$ cat src/design/ping_sched_consts.vh
// constants for the ping trigger scheduler
`ifndef PING_SCHED_CONSTS_VH
`define PING_SCHED_CONSTS_VH
// clock rate
`define CLK_HZ           25000000
// trigger source encodings
`define SRC_TIMER        2'h0
`define SRC_CMD          2'h1
`define SRC_HW           2'h2
// edge selections
`define EDGE_RISE        2'h0
`define EDGE_FALL        2'h1
`define EDGE_BOTH        2'h2
// timing, in microseconds as printed, then derived counts
`define TX_DELAY_US      8400
`define TX_MAX_HI_US     13300
`define TX_MAX_LO_US     26600
`define RESUME_PAUSE_US  1500000
`define TX_DELAY_CYC     ((`TX_DELAY_US * (`CLK_HZ / 1000000)))
`define TX_MAX_HI_CYC    ((`TX_MAX_HI_US * (`CLK_HZ / 1000000)))
`define TX_MAX_LO_CYC    ((`TX_MAX_LO_US * (`CLK_HZ / 1000000)))
`define RESUME_PAUSE_CYC ((`RESUME_PAUSE_US * (`CLK_HZ / 1000000)))
// lamp on time
`define LAMP_ON_CYC      32'h0007a120
// widths
`define CNT_W            32
`define RATE_W           4
`define ILV_W            4
`define PWR_W            8
`define SYNC_STAGES      3
`endif

$ cat src/design/ping_trigger_scheduler.v
// ping trigger scheduler: source select, ping sequencing, interleave and lamp
// ----------------------------------------------------------------------------
// Operation
// ping start comes from exactly one selected source: timer, command or hw line
// timer source pings at configured integer rate one to eight per second
// hw trigger edge selectable: rising only, falling only, or both
// each accepted trigger runs transmit then receive before watching again
// triggers during a ping are dropped, never queued
// hw triggers faster than range-implied minimum interval are ignored
// controller holds each hw trigger pulse at least one millisecond
// transmit starts 8.4 ms after an accepted trigger
// transmit capped 13.3 or 26.6 ms by variant, shortened by bottom distance
// sample rate setting only used with the timer source
// command source pings on a command from ethernet or serial link
// every Nth ping is profile when profiling enabled, others bottom track
// water track rides on the bottom-track ping, losing none
// recording appends to an existing file of the same name
// storage full stops writing but measurement and output go on
// transmit power is automatic maximum or user value, 0 dB full power
// lamp flashes once per ping while measuring; pings closer than the lamp on time merge into one glow
// configuration and measuring state kept over power loss, resumed on power-up
// after power-up while measuring, pinging pauses about one to two seconds
// hw trigger passes a multi-stage synchroniser before edge detection
// ----------------------------------------------------------------------------
`timescale 1ns/10ps
`include "ping_sched_consts.vh"

module ping_trigger_scheduler #(
  parameter [31:0] TX_DELAY_CYC_P     = `TX_DELAY_CYC,
  parameter [31:0] TX_MAX_HI_CYC_P    = `TX_MAX_HI_CYC,
  parameter [31:0] TX_MAX_LO_CYC_P    = `TX_MAX_LO_CYC,
  parameter [31:0] RESUME_PAUSE_CYC_P = `RESUME_PAUSE_CYC,
  parameter [31:0] LAMP_ON_CYC_P      = `LAMP_ON_CYC,
  parameter [31:0] SECOND_CYC_P       = `CLK_HZ
) (
  input  wire                CLK_IN,
  input  wire                SYS_RST_IN,
  input  wire                MEASURE_EN_IN,
  input  wire                STORED_MEASURE_IN,
  input  wire [1:0]          TRIG_SRC_IN,
  input  wire [`RATE_W-1:0]  SAMPLE_RATE_IN,
  input  wire [1:0]          EDGE_SEL_IN,
  input  wire                HW_TRIG_IN,
  input  wire                ETH_CMD_TRIG_IN,
  input  wire                SER_CMD_TRIG_IN,
  input  wire [`CNT_W-1:0]   MIN_INTERVAL_CYC_IN,
  input  wire                LOW_FREQ_VARIANT_IN,
  input  wire [`CNT_W-1:0]   TX_LEN_CYC_IN,
  input  wire [`CNT_W-1:0]   RX_LEN_CYC_IN,
  input  wire                PROFILE_EN_IN,
  input  wire [`ILV_W-1:0]   ILV_RATIO_IN,
  input  wire                WATER_TRACK_EN_IN,
  input  wire                REC_EN_IN,
  input  wire                FILE_EXISTS_IN,
  input  wire                STORAGE_FULL_IN,
  input  wire                PWR_AUTO_IN,
  input  wire [`PWR_W-1:0]   PWR_USER_DB_IN,
  input  wire [`PWR_W-1:0]   PWR_MAX_DB_IN,
  output reg                 TX_ACTIVE_OUT,
  output reg                 RX_ACTIVE_OUT,
  output reg                 PING_BUSY_OUT,
  output reg                 PING_START_OUT,
  output reg                 PROFILE_PING_OUT,
  output reg                 BOTTOM_PING_OUT,
  output reg                 WATER_TRACK_OUT,
  output reg                 REC_WRITE_EN_OUT,
  output reg                 REC_APPEND_OUT,
  output reg [`PWR_W-1:0]    TX_PWR_DB_OUT,
  output reg                 LAMP_OUT,
  output reg                 MEASURING_OUT,
  output reg                 TRIG_DROPPED_OUT
);

  localparam [2:0] ST_IDLE  = 3'h0;
  localparam [2:0] ST_DELAY = 3'h1;
  localparam [2:0] ST_TX    = 3'h2;
  localparam [2:0] ST_RX    = 3'h3;
  localparam [2:0] ST_PAUSE = 3'h4;

  // ----------------------------------------------------------------------------
  // synchroniser and edge detect
  // ----------------------------------------------------------------------------
  reg [`SYNC_STAGES-1:0] sync_reg;
  reg                    hw_prev_reg;
  wire                   hw_sync = sync_reg[`SYNC_STAGES-1];

  // first stage only feeds the second, edge logic looks at the last stage
  always @(posedge CLK_IN or posedge SYS_RST_IN) begin
    if (SYS_RST_IN) begin
      sync_reg    <= {`SYNC_STAGES{1'b0}};
      hw_prev_reg <= 1'b0;
    end else begin
      sync_reg    <= {sync_reg[`SYNC_STAGES-2:0], HW_TRIG_IN};
      hw_prev_reg <= hw_sync;
    end
  end

  wire rise = hw_sync & ~hw_prev_reg;
  wire fall = ~hw_sync & hw_prev_reg;
  reg  hw_edge;
  always @* begin
    case (EDGE_SEL_IN)
      `EDGE_RISE: hw_edge = rise;
      `EDGE_FALL: hw_edge = fall;
      `EDGE_BOTH: hw_edge = rise | fall;
      default:    hw_edge = 1'b0;
    endcase
  end

  // ----------------------------------------------------------------------------
  // internal rate timer
  // ----------------------------------------------------------------------------
  reg  [`CNT_W-1:0]  rate_cnt_reg;
  wire [`RATE_W-1:0] rate_lim = (SAMPLE_RATE_IN == {`RATE_W{1'b0}}) ? 4'h1 :
                                (SAMPLE_RATE_IN > 4'h8) ? 4'h8 : SAMPLE_RATE_IN;
  // eight fixed periods, so no run-time divider sits on the rate setting
  reg  [`CNT_W-1:0]  rate_period;
  always @* begin
    case (rate_lim)
      4'h1:    rate_period = SECOND_CYC_P;
      4'h2:    rate_period = SECOND_CYC_P / 32'h2;
      4'h3:    rate_period = SECOND_CYC_P / 32'h3;
      4'h4:    rate_period = SECOND_CYC_P / 32'h4;
      4'h5:    rate_period = SECOND_CYC_P / 32'h5;
      4'h6:    rate_period = SECOND_CYC_P / 32'h6;
      4'h7:    rate_period = SECOND_CYC_P / 32'h7;
      4'h8:    rate_period = SECOND_CYC_P / 32'h8;
      default: rate_period = SECOND_CYC_P;
    endcase
  end
  wire               timer_on = (TRIG_SRC_IN == `SRC_TIMER);
  wire               timer_tick = timer_on && (rate_cnt_reg >= rate_period - 32'h1);

  always @(posedge CLK_IN or posedge SYS_RST_IN) begin
    if (SYS_RST_IN)
      rate_cnt_reg <= {`CNT_W{1'b0}};
    else if (!timer_on || !MEASURING_OUT || timer_tick)
      rate_cnt_reg <= {`CNT_W{1'b0}};
    else
      rate_cnt_reg <= rate_cnt_reg + 32'h1;
  end

  // ----------------------------------------------------------------------------
  // hw minimum interval guard
  // ----------------------------------------------------------------------------
  reg [`CNT_W-1:0] gap_cnt_reg;
  wire             gap_ok = (gap_cnt_reg >= MIN_INTERVAL_CYC_IN);

  // ----------------------------------------------------------------------------
  // source selection
  // ----------------------------------------------------------------------------
  reg trig;
  always @* begin
    case (TRIG_SRC_IN)
      `SRC_TIMER: trig = timer_tick;
      `SRC_CMD:   trig = ETH_CMD_TRIG_IN | SER_CMD_TRIG_IN;
      `SRC_HW:    trig = hw_edge & gap_ok;
      default:    trig = 1'b0;
    endcase
  end

  // ----------------------------------------------------------------------------
  // ping sequencer
  // ----------------------------------------------------------------------------
  reg  [2:0]        state_reg;
  reg  [2:0]        state_next;
  reg  [`CNT_W-1:0] cnt_reg;
  reg  [`ILV_W-1:0] ilv_reg;
  reg  [`CNT_W-1:0] lamp_reg;
  reg               measuring_reg;
  reg               boot_pend_reg;
  wire [`CNT_W-1:0] tx_cap = LOW_FREQ_VARIANT_IN ? TX_MAX_LO_CYC_P : TX_MAX_HI_CYC_P;
  // bottom distance sets the requested length; the variant cap still bounds it
  wire [`CNT_W-1:0] tx_len = (TX_LEN_CYC_IN > tx_cap) ? tx_cap : TX_LEN_CYC_IN;
  wire [`CNT_W-1:0] rx_len = (RX_LEN_CYC_IN == {`CNT_W{1'b0}}) ? 32'h1 : RX_LEN_CYC_IN;
  wire              accept = (state_reg == ST_IDLE) && measuring_reg && trig;
  wire              cnt_done = (cnt_reg <= 32'h1);
  // a ratio below two would make every ping a profile and starve bottom track
  wire [`ILV_W-1:0] ilv_n = (ILV_RATIO_IN < 4'h2) ? 4'h2 : ILV_RATIO_IN;
  wire              next_profile = PROFILE_EN_IN && (ilv_reg + 4'h1 >= ilv_n);

  always @* begin
    state_next = state_reg;
    case (state_reg)
      ST_IDLE:  if (accept) state_next = ST_DELAY;
      ST_DELAY: if (cnt_done) state_next = (tx_len == {`CNT_W{1'b0}}) ? ST_RX : ST_TX;
      ST_TX:    if (cnt_done) state_next = ST_RX;
      ST_RX:    if (cnt_done) state_next = ST_IDLE;
      ST_PAUSE: if (cnt_done) state_next = ST_IDLE;
      default:  state_next = ST_IDLE;
    endcase
  end

  // ----------------------------------------------------------------------------
  // power-up resume and measuring state
  // ----------------------------------------------------------------------------
  // stored state is caught after reset release, never under the reset itself
  always @(posedge CLK_IN or posedge SYS_RST_IN) begin
    if (SYS_RST_IN) begin
      measuring_reg <= 1'b0;
      boot_pend_reg <= 1'b1;
    end else if (boot_pend_reg) begin
      measuring_reg <= STORED_MEASURE_IN;
      boot_pend_reg <= 1'b0;
    end else begin
      measuring_reg <= MEASURE_EN_IN;
    end
  end

  // ----------------------------------------------------------------------------
  // phase state and phase counter
  // ----------------------------------------------------------------------------
  always @(posedge CLK_IN or posedge SYS_RST_IN) begin
    if (SYS_RST_IN) begin
      state_reg <= ST_IDLE;
      cnt_reg   <= {`CNT_W{1'b0}};
    end else if (boot_pend_reg) begin
      // a resumed run first sits out the network check
      if (STORED_MEASURE_IN) begin
        state_reg <= ST_PAUSE;
        cnt_reg   <= RESUME_PAUSE_CYC_P;
      end
    end else begin
      state_reg <= state_next;
      case (state_reg)
        ST_IDLE: begin
          if (accept)
            cnt_reg <= TX_DELAY_CYC_P;
        end
        ST_DELAY: begin
          if (cnt_done)
            cnt_reg <= (tx_len == {`CNT_W{1'b0}}) ? rx_len : tx_len;
          else
            cnt_reg <= cnt_reg - 32'h1;
        end
        ST_TX: begin
          if (cnt_done)
            cnt_reg <= rx_len;
          else
            cnt_reg <= cnt_reg - 32'h1;
        end
        default: begin
          if (!cnt_done)
            cnt_reg <= cnt_reg - 32'h1;
        end
      endcase
    end
  end

  // ----------------------------------------------------------------------------
  // hw gap counter
  // ----------------------------------------------------------------------------
  // the count stops at the limit, so a long quiet spell cannot wrap it
  always @(posedge CLK_IN or posedge SYS_RST_IN) begin
    if (SYS_RST_IN)
      gap_cnt_reg <= {`CNT_W{1'b0}};
    else if (accept)
      gap_cnt_reg <= {`CNT_W{1'b0}};
    else if (!gap_ok)
      gap_cnt_reg <= gap_cnt_reg + 32'h1;
  end

  // ----------------------------------------------------------------------------
  // interleave counter
  // ----------------------------------------------------------------------------
  // profiling off restarts the count, so the first ping after enabling is bottom track
  always @(posedge CLK_IN or posedge SYS_RST_IN) begin
    if (SYS_RST_IN)
      ilv_reg <= {`ILV_W{1'b0}};
    else if (!PROFILE_EN_IN)
      ilv_reg <= {`ILV_W{1'b0}};
    else if (accept)
      ilv_reg <= next_profile ? {`ILV_W{1'b0}} : ilv_reg + 4'h1;
  end

  // ----------------------------------------------------------------------------
  // indicator lamp timer
  // ----------------------------------------------------------------------------
  // restarted by every accepted ping; pings closer than the on time merge into one glow
  always @(posedge CLK_IN or posedge SYS_RST_IN) begin
    if (SYS_RST_IN)
      lamp_reg <= {`CNT_W{1'b0}};
    else if (accept)
      lamp_reg <= LAMP_ON_CYC_P;
    else if (lamp_reg != {`CNT_W{1'b0}})
      lamp_reg <= lamp_reg - 32'h1;
  end

  // ----------------------------------------------------------------------------
  // registered outputs
  // ----------------------------------------------------------------------------
  always @(posedge CLK_IN or posedge SYS_RST_IN) begin
    if (SYS_RST_IN) begin
      TX_ACTIVE_OUT    <= 1'b0;
      RX_ACTIVE_OUT    <= 1'b0;
      PING_BUSY_OUT    <= 1'b0;
      PING_START_OUT   <= 1'b0;
    end else begin
      TX_ACTIVE_OUT    <= (state_next == ST_TX);
      RX_ACTIVE_OUT    <= (state_next == ST_RX);
      PING_BUSY_OUT    <= (state_next == ST_DELAY) || (state_next == ST_TX) ||
                          (state_next == ST_RX);
      PING_START_OUT   <= accept;
    end
  end

  // ----------------------------------------------------------------------------
  // per-ping type and transmit power
  // ----------------------------------------------------------------------------
  // type latched per ping; profile and bottom never together
  always @(posedge CLK_IN or posedge SYS_RST_IN) begin
    if (SYS_RST_IN) begin
      PROFILE_PING_OUT <= 1'b0;
      BOTTOM_PING_OUT  <= 1'b0;
      WATER_TRACK_OUT  <= 1'b0;
      TX_PWR_DB_OUT    <= {`PWR_W{1'b0}};
    end else if (accept) begin
      PROFILE_PING_OUT <= next_profile;
      BOTTOM_PING_OUT  <= ~next_profile;
      WATER_TRACK_OUT  <= ~next_profile & WATER_TRACK_EN_IN;
      TX_PWR_DB_OUT    <= PWR_AUTO_IN ? PWR_MAX_DB_IN : PWR_USER_DB_IN;
    end
  end

  // ----------------------------------------------------------------------------
  // recorder control
  // ----------------------------------------------------------------------------
  always @(posedge CLK_IN or posedge SYS_RST_IN) begin
    if (SYS_RST_IN) begin
      REC_WRITE_EN_OUT <= 1'b0;
      REC_APPEND_OUT   <= 1'b0;
    end else begin
      REC_WRITE_EN_OUT <= REC_EN_IN & ~STORAGE_FULL_IN;
      REC_APPEND_OUT   <= REC_EN_IN & FILE_EXISTS_IN;
    end
  end

  // ----------------------------------------------------------------------------
  // lamp, measuring and drop status
  // ----------------------------------------------------------------------------
  // a drop is only flagged while measuring, so a stopped unit stays quiet
  always @(posedge CLK_IN or posedge SYS_RST_IN) begin
    if (SYS_RST_IN) begin
      LAMP_OUT         <= 1'b0;
      MEASURING_OUT    <= 1'b0;
      TRIG_DROPPED_OUT <= 1'b0;
    end else begin
      LAMP_OUT         <= measuring_reg && (lamp_reg != {`CNT_W{1'b0}});
      MEASURING_OUT    <= measuring_reg;
      TRIG_DROPPED_OUT <= trig && measuring_reg && (state_reg != ST_IDLE);
    end
  end

endmodule // ping_trigger_scheduler

$ cat config.mk
export PLATFORM = sky130hd
export DESIGN_NAME = ping_trigger_scheduler
export DESIGN_NICKNAME = d
export VERILOG_FILES = /design/src/design/ping_trigger_scheduler.v
export VERILOG_INCLUDE_DIRS = /design/src /design/src/design
export SDC_FILE = /design/constraint.sdc
export NUM_CORES = 1
export LEC_CHECK = 0
export BUFFER_PORTS_ARGS = -buffer_cell sky130_fd_sc_hd__clkbuf_2
export CELL_PAD_IN_SITES_DETAIL_PLACEMENT = 0
export CELL_PAD_IN_SITES_GLOBAL_PLACEMENT = 1
export CORE_MARGIN = 5
export CORE_UTILIZATION = 48
export DETAILED_ROUTE_END_ITERATION = 7
export PLACE_DENSITY_LB_ADDON = 0.1
export SYNTH_ARGS = -nofsm -noshare
export SYNTH_HDL_FRONTEND = slang
export SYNTH_SLANG_ARGS = --single-unit
$ cat constraint.sdc
create_clock -name CLK_IN -period 16.3 [get_ports CLK_IN]
set_input_delay 3.26 -clock CLK_IN [delete_from_list [all_inputs] [get_ports CLK_IN]]
set_output_delay 3.26 -clock CLK_IN [all_outputs]
set_load 0.1 [all_outputs]
-- Word level (Yosys, flattened, before mapping)
Memories as Yosys holds them, arrays and structs flattened.
Index checks and enable logic that the tools add are counted.
- memory bits (read-only): 384
- word-level logic and storage cells: 123
- output and inout port bits: 20
- memories kept: 1
- input bits: 138
- bits in registers: 161
- order comparisons: 7
- equality and inequality tests: 16
- reductions and logical operators: 24
- add/sub/neg operators: 6
- bitwise logic cells: 12
- multiplexer cells: 34
- memory list (memory ; depth ; bits a word ; rd ports ; clocked after Yosys merged registers in ; wr ports ; RTL line ; text):
    (no name shown) ; 16 ; 24 ; 1 ; 0 ; 0 ; ping_trigger_scheduler.v:119 ; case (rate_lim)
- operators by type and width (kind ; count):
    32-bit 2-to-1 mux ; 14
    32-bit case mux with 3 select lines ; 1
    32-bit by 1-bit subtractor with 32-bit output (second input constant) ; 3
    32-bit by 1-bit adder with 32-bit output (second input constant) ; 2
    32-bit >= comparator ; 2
    32-bit zero test ; 2
    32-bit by 20-bit > comparator with 1-bit output ; 1
    32-bit by 1-bit <= comparator with 1-bit output (second input constant) ; 1
    32-bit nonzero test ; 1
    4-bit 2-to-1 mux ; 6
    20-bit 2-to-1 mux ; 1
    3-bit 2-to-1 mux ; 6
    3-bit by 2-bit == test with 1-bit output (second input constant) ; 4
    3-bit case mux with 4 select lines ; 1
    8-bit 2-to-1 mux ; 1
    1-bit logical AND ; 7
    1-bit bitwise AND ; 6
    3-bit by 1-bit == test with 1-bit output (second input constant) ; 2
    1-bit case mux with 3 select lines ; 2
    5-bit by 2-bit != test with 1-bit output (second input constant) ; 1
    4-bit by 1-bit adder with 4-bit output (second input constant) ; 1
    2-bit by 1-bit == test with 1-bit output (second input constant) ; 2
    2-bit == test (second input constant) ; 2
    4-bit >= comparator ; 1
    other kinds (18) ; 29

-- Logic depth before layout (Yosys ltp)
An unclocked memory read counts as a cell.
- depth in word-level cells: 14
- depth in mapped cells: 22
- gate-level depth less buffers: 18

-- Worst setup path before layout
OpenSTA, ideal clock, no wires.
- kind: in2reg
- from: in SAMPLE_RATE_IN[1]
- to: reg gap_cnt_reg[19]
- slack: 9.242 ns
- library setup time: 0.132 ns
- arrival: 6.926 ns
- required time: 16.168 ns
- stages: 20
- path buffers: 4
- cells stage by stage: clkbuf_1 -> clkbuf_1 -> nand2_1 -> nor2_1 -> inv_1 -> ha_1 -> nor2b_1 -> or4_1 -> ha_1 -> and4_1 -> nand4_1 -> o31ai_1 -> o21ai_1 -> o2bb2ai_1 -> a211o_1 -> or2_1 -> buf_4 -> inv_2 -> clkbuf_1 -> nor2_1
- longest elaborated chain between the ends: 10
- elaborated cells on any way between the ends: 12
- RTL lines (element ; RTL line ; text):
    start, declared ; ping_trigger_scheduler.v:41 ; input wire [`RATE_W-1:0] SAMPLE_RATE_IN,
    4-bit > comparator ; ping_trigger_scheduler.v:115 ; (SAMPLE_RATE_IN > 4'h8) ? 4'h8 : SAMPLE_RATE_IN;
    4-bit 2-to-1 mux ; ping_trigger_scheduler.v:115 ;
    4-bit 2-to-1 mux * ; ping_trigger_scheduler.v:114 ; wire [`RATE_W-1:0] rate_lim = (SAMPLE_RATE_IN == {`RATE_W{1'b0}}) ? 4'h1 :
    memory read 16 x 24 bit * ; n/a ;
    32-bit by 1-bit subtractor with 32-bit output * ; ping_trigger_scheduler.v:132 ; wire timer_tick = timer_on && (rate_cnt_reg >= rate_period - 32'h1);
    32-bit >= comparator * ; ping_trigger_scheduler.v:132 ;
    1-bit logical AND * ; ping_trigger_scheduler.v:132 ;
    1-bit case mux with 3 select lines * ; ping_trigger_scheduler.v:154 ; case (TRIG_SRC_IN)
    1-bit logical AND * ; ping_trigger_scheduler.v:176 ; wire accept = (state_reg == ST_IDLE) && measuring_reg && trig;
    2-bit by 1-bit != test with 1-bit output (no line) / 32-bit 2-to-1 mux (equally long branches) ; n/a ;
    end signal, assigned ; ping_trigger_scheduler.v:256 ; gap_cnt_reg <= {`CNT_W{1'b0}};
    end signal, assigned ; ping_trigger_scheduler.v:258 ; gap_cnt_reg <= {`CNT_W{1'b0}};
    end signal, assigned ; ping_trigger_scheduler.v:260 ; gap_cnt_reg <= gap_cnt_reg + 32'h1;
    end, declared ; ping_trigger_scheduler.v:146 ; reg [`CNT_W-1:0] gap_cnt_reg;
Mark *: on every way between the ends. The rest lies on a longest branch, timed or not.
A chain may end at the register's enable or synchronous reset.

-- Worst setup path in the final report
- from: in SAMPLE_RATE_IN[3]
- to: reg BOTTOM_PING_OUT
- longest elaborated chain between the ends: 9
- elaborated cells on any way between the ends: 10
- RTL lines (element ; RTL line ; text):
    4-bit > comparator ; ping_trigger_scheduler.v:115 ;
    4-bit 2-to-1 mux ; ping_trigger_scheduler.v:115 ;
    4-bit 2-to-1 mux * ; ping_trigger_scheduler.v:114 ;
    memory read 16 x 24 bit * ; n/a ;
    32-bit by 1-bit subtractor with 32-bit output * ; ping_trigger_scheduler.v:132 ;
    32-bit >= comparator * ; ping_trigger_scheduler.v:132 ;
    1-bit logical AND * ; ping_trigger_scheduler.v:132 ;
    1-bit case mux with 3 select lines * ; ping_trigger_scheduler.v:154 ;
    1-bit logical AND * ; ping_trigger_scheduler.v:176 ;
    end signal, assigned ; ping_trigger_scheduler.v:319 ; BOTTOM_PING_OUT <= ~next_profile;
    end, declared ; ping_trigger_scheduler.v:64 ; output reg BOTTOM_PING_OUT,
Marked as above.

==> impl_table.tex <==
\begin{tabular}{lr}
\hline
Metric & Value \\
\hline
\multicolumn{2}{l}{\textbf{Clock tree}} \\
Clock tree buffer depth & 2 \\
Later-pin clock latency in the skew report & 440 ps \\
CTS buffer count & 17 \\
\# Post-CTS Setup Buffers & 0 \\
Number of hold-repair buffers added at the cts stage & 0 \\
Clk pin slew, worst setup/hold paths & 70 ps \\
H-tree depth & 4 \\
Number of clock sinks seen by CTS & 161 \\
Number of cells upsized or downsized after cts & 0 \\
Clock tree from TritonCTS & yes \\
Clock root cell & sky130\_fd\_sc\_hd\_\_clkbuf\_16 \\
\multicolumn{2}{l}{\textbf{Placed design}} \\
Number of buffer cells added on primary ports & 157 \\
Global placement routability congestion & 0.932 \\
Post-DP HPWL & 24200 um \\
Inst Count DP & 1765 \\
\multicolumn{2}{l}{\textbf{Floorplan}} \\
Top-level I/O count & 158 \\
Cell row count & 56 \\
Die Y & 165 um \\
Starting density of the core & 48.8\% \\
Width of the die & 165 um \\
Die footprint & 0.0271 mm2 \\
Area of the core & 0.0235 mm2 \\
\multicolumn{2}{l}{\textbf{Synth}} \\
Share of cell area taken by muxes after synthesis & 0.972\% \\
Adder-cell area share of the yosys netlist & 9.26\% \\
Warning count from the yosys run & 0 \\
Number of flops mapped to enable cells by yosys & 0 \\
Proportion of register bits with asynchronous set or reset after synthesis & 100\% \\
Register bit count reported by yosys & 161 \\
Cell count after synthesis & 1324 \\
Simple logic cell fraction of the synthesized area & 25.0\% \\
Post-synthesis sequential area ratio & 35.2\% \\
Per-instance average area after synthesis & 8.66 um2 \\
Portion of synthesized cell area occupied by the leading cell type & 34.9\% \\
Netlist Area Pre-Place & 0.0115 mm2 \\
Number of library cell types mapped by synthesis & 97 \\
Compound-cell area share of the yosys netlist & 18.1\% \\
Xor-xnor portion of the synthesized cell area & 6.95\% \\
Most instantiated flip-flop cell in the synthesis netlist & sky130\_fd\_sc\_hd\_\_dfrtp\_1 \\
Synth area leaders & sky130\_fd\_sc\_hd\_\_dfrtp\_1, sky130\_fd\_sc\_hd\_\_ha\_1, sky130\_fd\_sc\_hd\_\_nor2\_1 \\
Combinational family with the most area after synthesis & simple AND/OR/NAND/NOR gates \\
Area leader, netlist & sky130\_fd\_sc\_hd\_\_dfrtp\_1 \\
\multicolumn{2}{l}{\textbf{Worst setup path}} \\
Cell at the slowest stage of the critical path & sky130\_fd\_sc\_hd\_\_inv\_2 \\
Highest fanout seen on the critical path & 59 \\
Combined buffer and inverter count along the critical path & 3 \\
Top cell by count, worst path & sky130\_fd\_sc\_hd\_\_ha\_1 \\
Kind of start point of the critical path & input pin \\
Crit end category & flip-flop \\
Arrival time reported for the critical path endpoint & 8230 ps \\
Slowest stage delay, CP & 830 ps \\
Type of the setup path with the least slack & input pin to flip-flop \\
Cells along the critical path & clkbuf\_2 -> nand2b\_1 -> nor2\_1 -> inv\_1 -> ha\_1 -> nor2b\_1 -> or4\_1 -> ha\_1 -> and4\_1 -> nand4\_1 -> o31ai\_1 -> o21ai\_1 -> o2bb2ai\_1 -> a211o\_1 -> or2\_1 -> inv\_2 -> mux2\_2 \\
Family of cells with the greatest summed delay on the critical path & simple AND/OR/NAND/NOR gates \\
Worst Path Required & 16620 ps \\
\multicolumn{2}{l}{\textbf{STA}} \\
Unrepaired setup endpoints after global routing & false \\
Final slew viol count & 0 \\
Setup clock skew after layout & 19.4 ps \\
Summed negative setup slack over all endpoints & 0 ps \\
Worst slew margin relative to its limit & 27.5\% \\
Clock period minus worst slack & 7900 ps \\
Part of the cycle the worst path needs & 48.5\% \\
Pin slew with the least headroom to its limit & 1080 ps \\
Final number of setup-violating endpoints & 0 \\
Number of failing hold endpoints at the final stage & 0 \\
Maximum clock frequency & 0.127 GHz \\
\multicolumn{2}{l}{\textbf{Drt}} \\
TritonRoute pass-1 iters & 6 \\
Final antenna-violating net count & 0 \\
DRC Markers & 0 \\
Vias per cell & 5.79 \\
Number of vias in the routed layout & 10400 \\
Detailed-route wire length per cell & 18.0 um \\
1st-iter DRT viols & 746 \\
Final routed wirelength across all metal layers & 32300 um \\
\multicolumn{2}{l}{\textbf{Layout}} \\
Final net count & 1687 \\
Share of layout cells above drive strength 1 & 16.8\% \\
Count of antenna diodes in the layout & 0 \\
Post-Layout Cell Count & 1797 \\
Area Overhead vs Synth & 14.0\% \\
\multicolumn{2}{l}{\textbf{GRT}} \\
Total overflow reported by the global router & 0 \\
Maximum number of pins on one net before global-route repair & 98 \\
Global-route wire length before repair & 53400 um \\
Overall routing resource usage & 24.4\% \\
Number of global-route vias before repair & 10200 \\
Number of antenna violations at the first check in global routing & 0 \\
\multicolumn{2}{l}{\textbf{Power}} \\
Sequential cell fraction of total power & 42.1\% \\
Comb pwr share & 26.4\% \\
Pwr Density & 98.0 mW/mm2 \\
Switching portion of total power & 36.6\% \\
Clk network pwr share & 31.5\% \\
Lkg Pwr & 5.67 nW \\
Internal power consumption & 0.811 mW \\
Net switching component of the power & 0.469 mW \\
Maximum VDD drop & 0.0000607 V \\
\multicolumn{2}{l}{\textbf{Outcome}} \\
Run status & finished, final reports clean \\
\multicolumn{2}{l}{\textbf{Flow run}} \\
Total of max-cap violations & 0 \\
\multicolumn{2}{l}{\textbf{Worst hold path}} \\
Class of the most critical hold timing path & flip-flop to flip-flop \\
\hline
\end{tabular}
stage by stage:
stage / cell area, um2 / setup WS [ps] / hold slack (ps) / total power [mW] / util [%]
floorplan: 11500 / 8690 / 331 / 0.788 / -
CTS: 13100 / 8350 / 365 / 1.29 / 55.7
global route: 13100 / 7970 / 368 / 1.36 / 55.7
finish: 13100 / 8400 / 359 / 1.28 / 55.7
detailed placement: 12500 / 7890 / 350 / 0.883 / 53.2
global placement: 12500 / 7990 / 345 / 0.878 / 53.2
cells by family (layout without fill, tap and decap cells):
kind of cell	after synthesis	in the layout
AO/OA/AOI/OAI	312	312
AND/OR/NAND/NOR	544	544
other	1	8
multiplexers	11	11
buffers and inverters	119	266
flip-flops	161	161
XOR/XNOR	91	91
adder cells (fa/ha/maj)	85	85
cell usage after synthesis, types with 4 or more instances:
library cell	instances
sky130_fd_sc_hd__o21a_1	6
sky130_fd_sc_hd__xnor2_1	66
sky130_fd_sc_hd__o22ai_1	6
sky130_fd_sc_hd__o31ai_1	4
sky130_fd_sc_hd__a211oi_1	10
sky130_fd_sc_hd__o31a_1	4
sky130_fd_sc_hd__clkbuf_1	26
sky130_fd_sc_hd__nand3_1	38
sky130_fd_sc_hd__a31oi_1	16
sky130_fd_sc_hd__nor2b_1	10
sky130_fd_sc_hd__and4_1	9
sky130_fd_sc_hd__buf_2	15
sky130_fd_sc_hd__nand4_1	21
sky130_fd_sc_hd__buf_6	6
sky130_fd_sc_hd__a311oi_1	4
sky130_fd_sc_hd__xor2_1	25
sky130_fd_sc_hd__nor4_1	38
sky130_fd_sc_hd__o21ai_1	12
sky130_fd_sc_hd__or2_2	9
sky130_fd_sc_hd__nor4_2	5
sky130_fd_sc_hd__dfrtp_1	160
sky130_fd_sc_hd__nor3_1	39
sky130_fd_sc_hd__mux2i_1	10
sky130_fd_sc_hd__ha_1	84
sky130_fd_sc_hd__a21oi_1	82
sky130_fd_sc_hd__inv_1	67
sky130_fd_sc_hd__o211ai_1	6
sky130_fd_sc_hd__and2_1	7
sky130_fd_sc_hd__nor3b_1	4
sky130_fd_sc_hd__a21o_1	19
sky130_fd_sc_hd__or3_1	14
sky130_fd_sc_hd__a2bb2oi_1	4
sky130_fd_sc_hd__o22a_1	7
sky130_fd_sc_hd__or4_1	9
sky130_fd_sc_hd__o21ai_0	74
sky130_fd_sc_hd__and3_1	13
sky130_fd_sc_hd__nor2_1	168
sky130_fd_sc_hd__nor4b_1	9
sky130_fd_sc_hd__a221oi_1	6
sky130_fd_sc_hd__nand2_1	106
sky130_fd_sc_hd__nand2b_1	17
cell type report:
class                           count  area [um2]
Fill cell                        2221       10400
Timing Repair Buffer              166         853
Clock buffer                       17         425
Multi-Input combinational cell   1051        6950
Tap cell                          319         399
Sequential cell                   161        4030
Clock inverter                     15         149
Inverter                           68         260
path summary, 6_finish.rpt:
check / from / to / slack, ps / cells past startpoint
max: SAMPLE_RATE_IN[3] / BOTTOM_PING_OUT / 8400 / 17
min: sync_reg[1] / sync_reg[2] / 360 / 0
max reg2reg: gap_cnt_reg[29] / BOTTOM_PING_OUT / 11840 / 8
min reg2reg: sync_reg[1] / sync_reg[2] / 360 / 0
max in group asynchronous: SYS_RST_IN / rate_cnt_reg[18] / 11870 / 3
min in group asynchronous: SYS_RST_IN / lamp_reg[22] / 3030 / 2
layout by cell type (no fill, tap or decap), types with 10 or more instances in the layout:
cell type,instances
sky130_fd_sc_hd__a211oi_1,10
sky130_fd_sc_hd__xor2_1,25
sky130_fd_sc_hd__dfrtp_1,160
sky130_fd_sc_hd__nand2_1,106
sky130_fd_sc_hd__a21o_1,19
sky130_fd_sc_hd__a21oi_1,82
sky130_fd_sc_hd__a31oi_1,16
sky130_fd_sc_hd__nor3_1,39
sky130_fd_sc_hd__o21ai_1,12
sky130_fd_sc_hd__or3_1,14
sky130_fd_sc_hd__nor2_1,168
sky130_fd_sc_hd__nor4_1,38
sky130_fd_sc_hd__nor2b_1,10
sky130_fd_sc_hd__nand4_1,21
sky130_fd_sc_hd__inv_1,66
sky130_fd_sc_hd__clkbuf_2,157
sky130_fd_sc_hd__nand2b_1,17
sky130_fd_sc_hd__clkbuf_16,17
sky130_fd_sc_hd__xnor2_1,66
sky130_fd_sc_hd__o21ai_0,74
sky130_fd_sc_hd__mux2i_1,10
sky130_fd_sc_hd__nand3_1,38
sky130_fd_sc_hd__and3_1,13
sky130_fd_sc_hd__ha_1,84
routing by layer:
| metal | share of wire (%) | vias up | GRT usage (%) |
|---|---|---|---|
| met5 | 0 | - | 0 |
| met4 | 1.6 | 0 | 6.31 |
| met3 | 6.3 | 48 | 3.67 |
| met2 | 46 | 358 | 39.4 |
| met1 | 46 | 4915 | 34.6 |
| li1 | - | 5078 | - |
power by group through the flow:
stage               logic [mW]  registers [mW]  clock network, mW
global route             0.383           0.549              0.425
global placement         0.333           0.545                  0
floorplan                0.212           0.577                  0
CTS                      0.340           0.538              0.410
finish                   0.338           0.539              0.403
detailed placement       0.338           0.544                  0
Power figures use the tool's default switching activity.
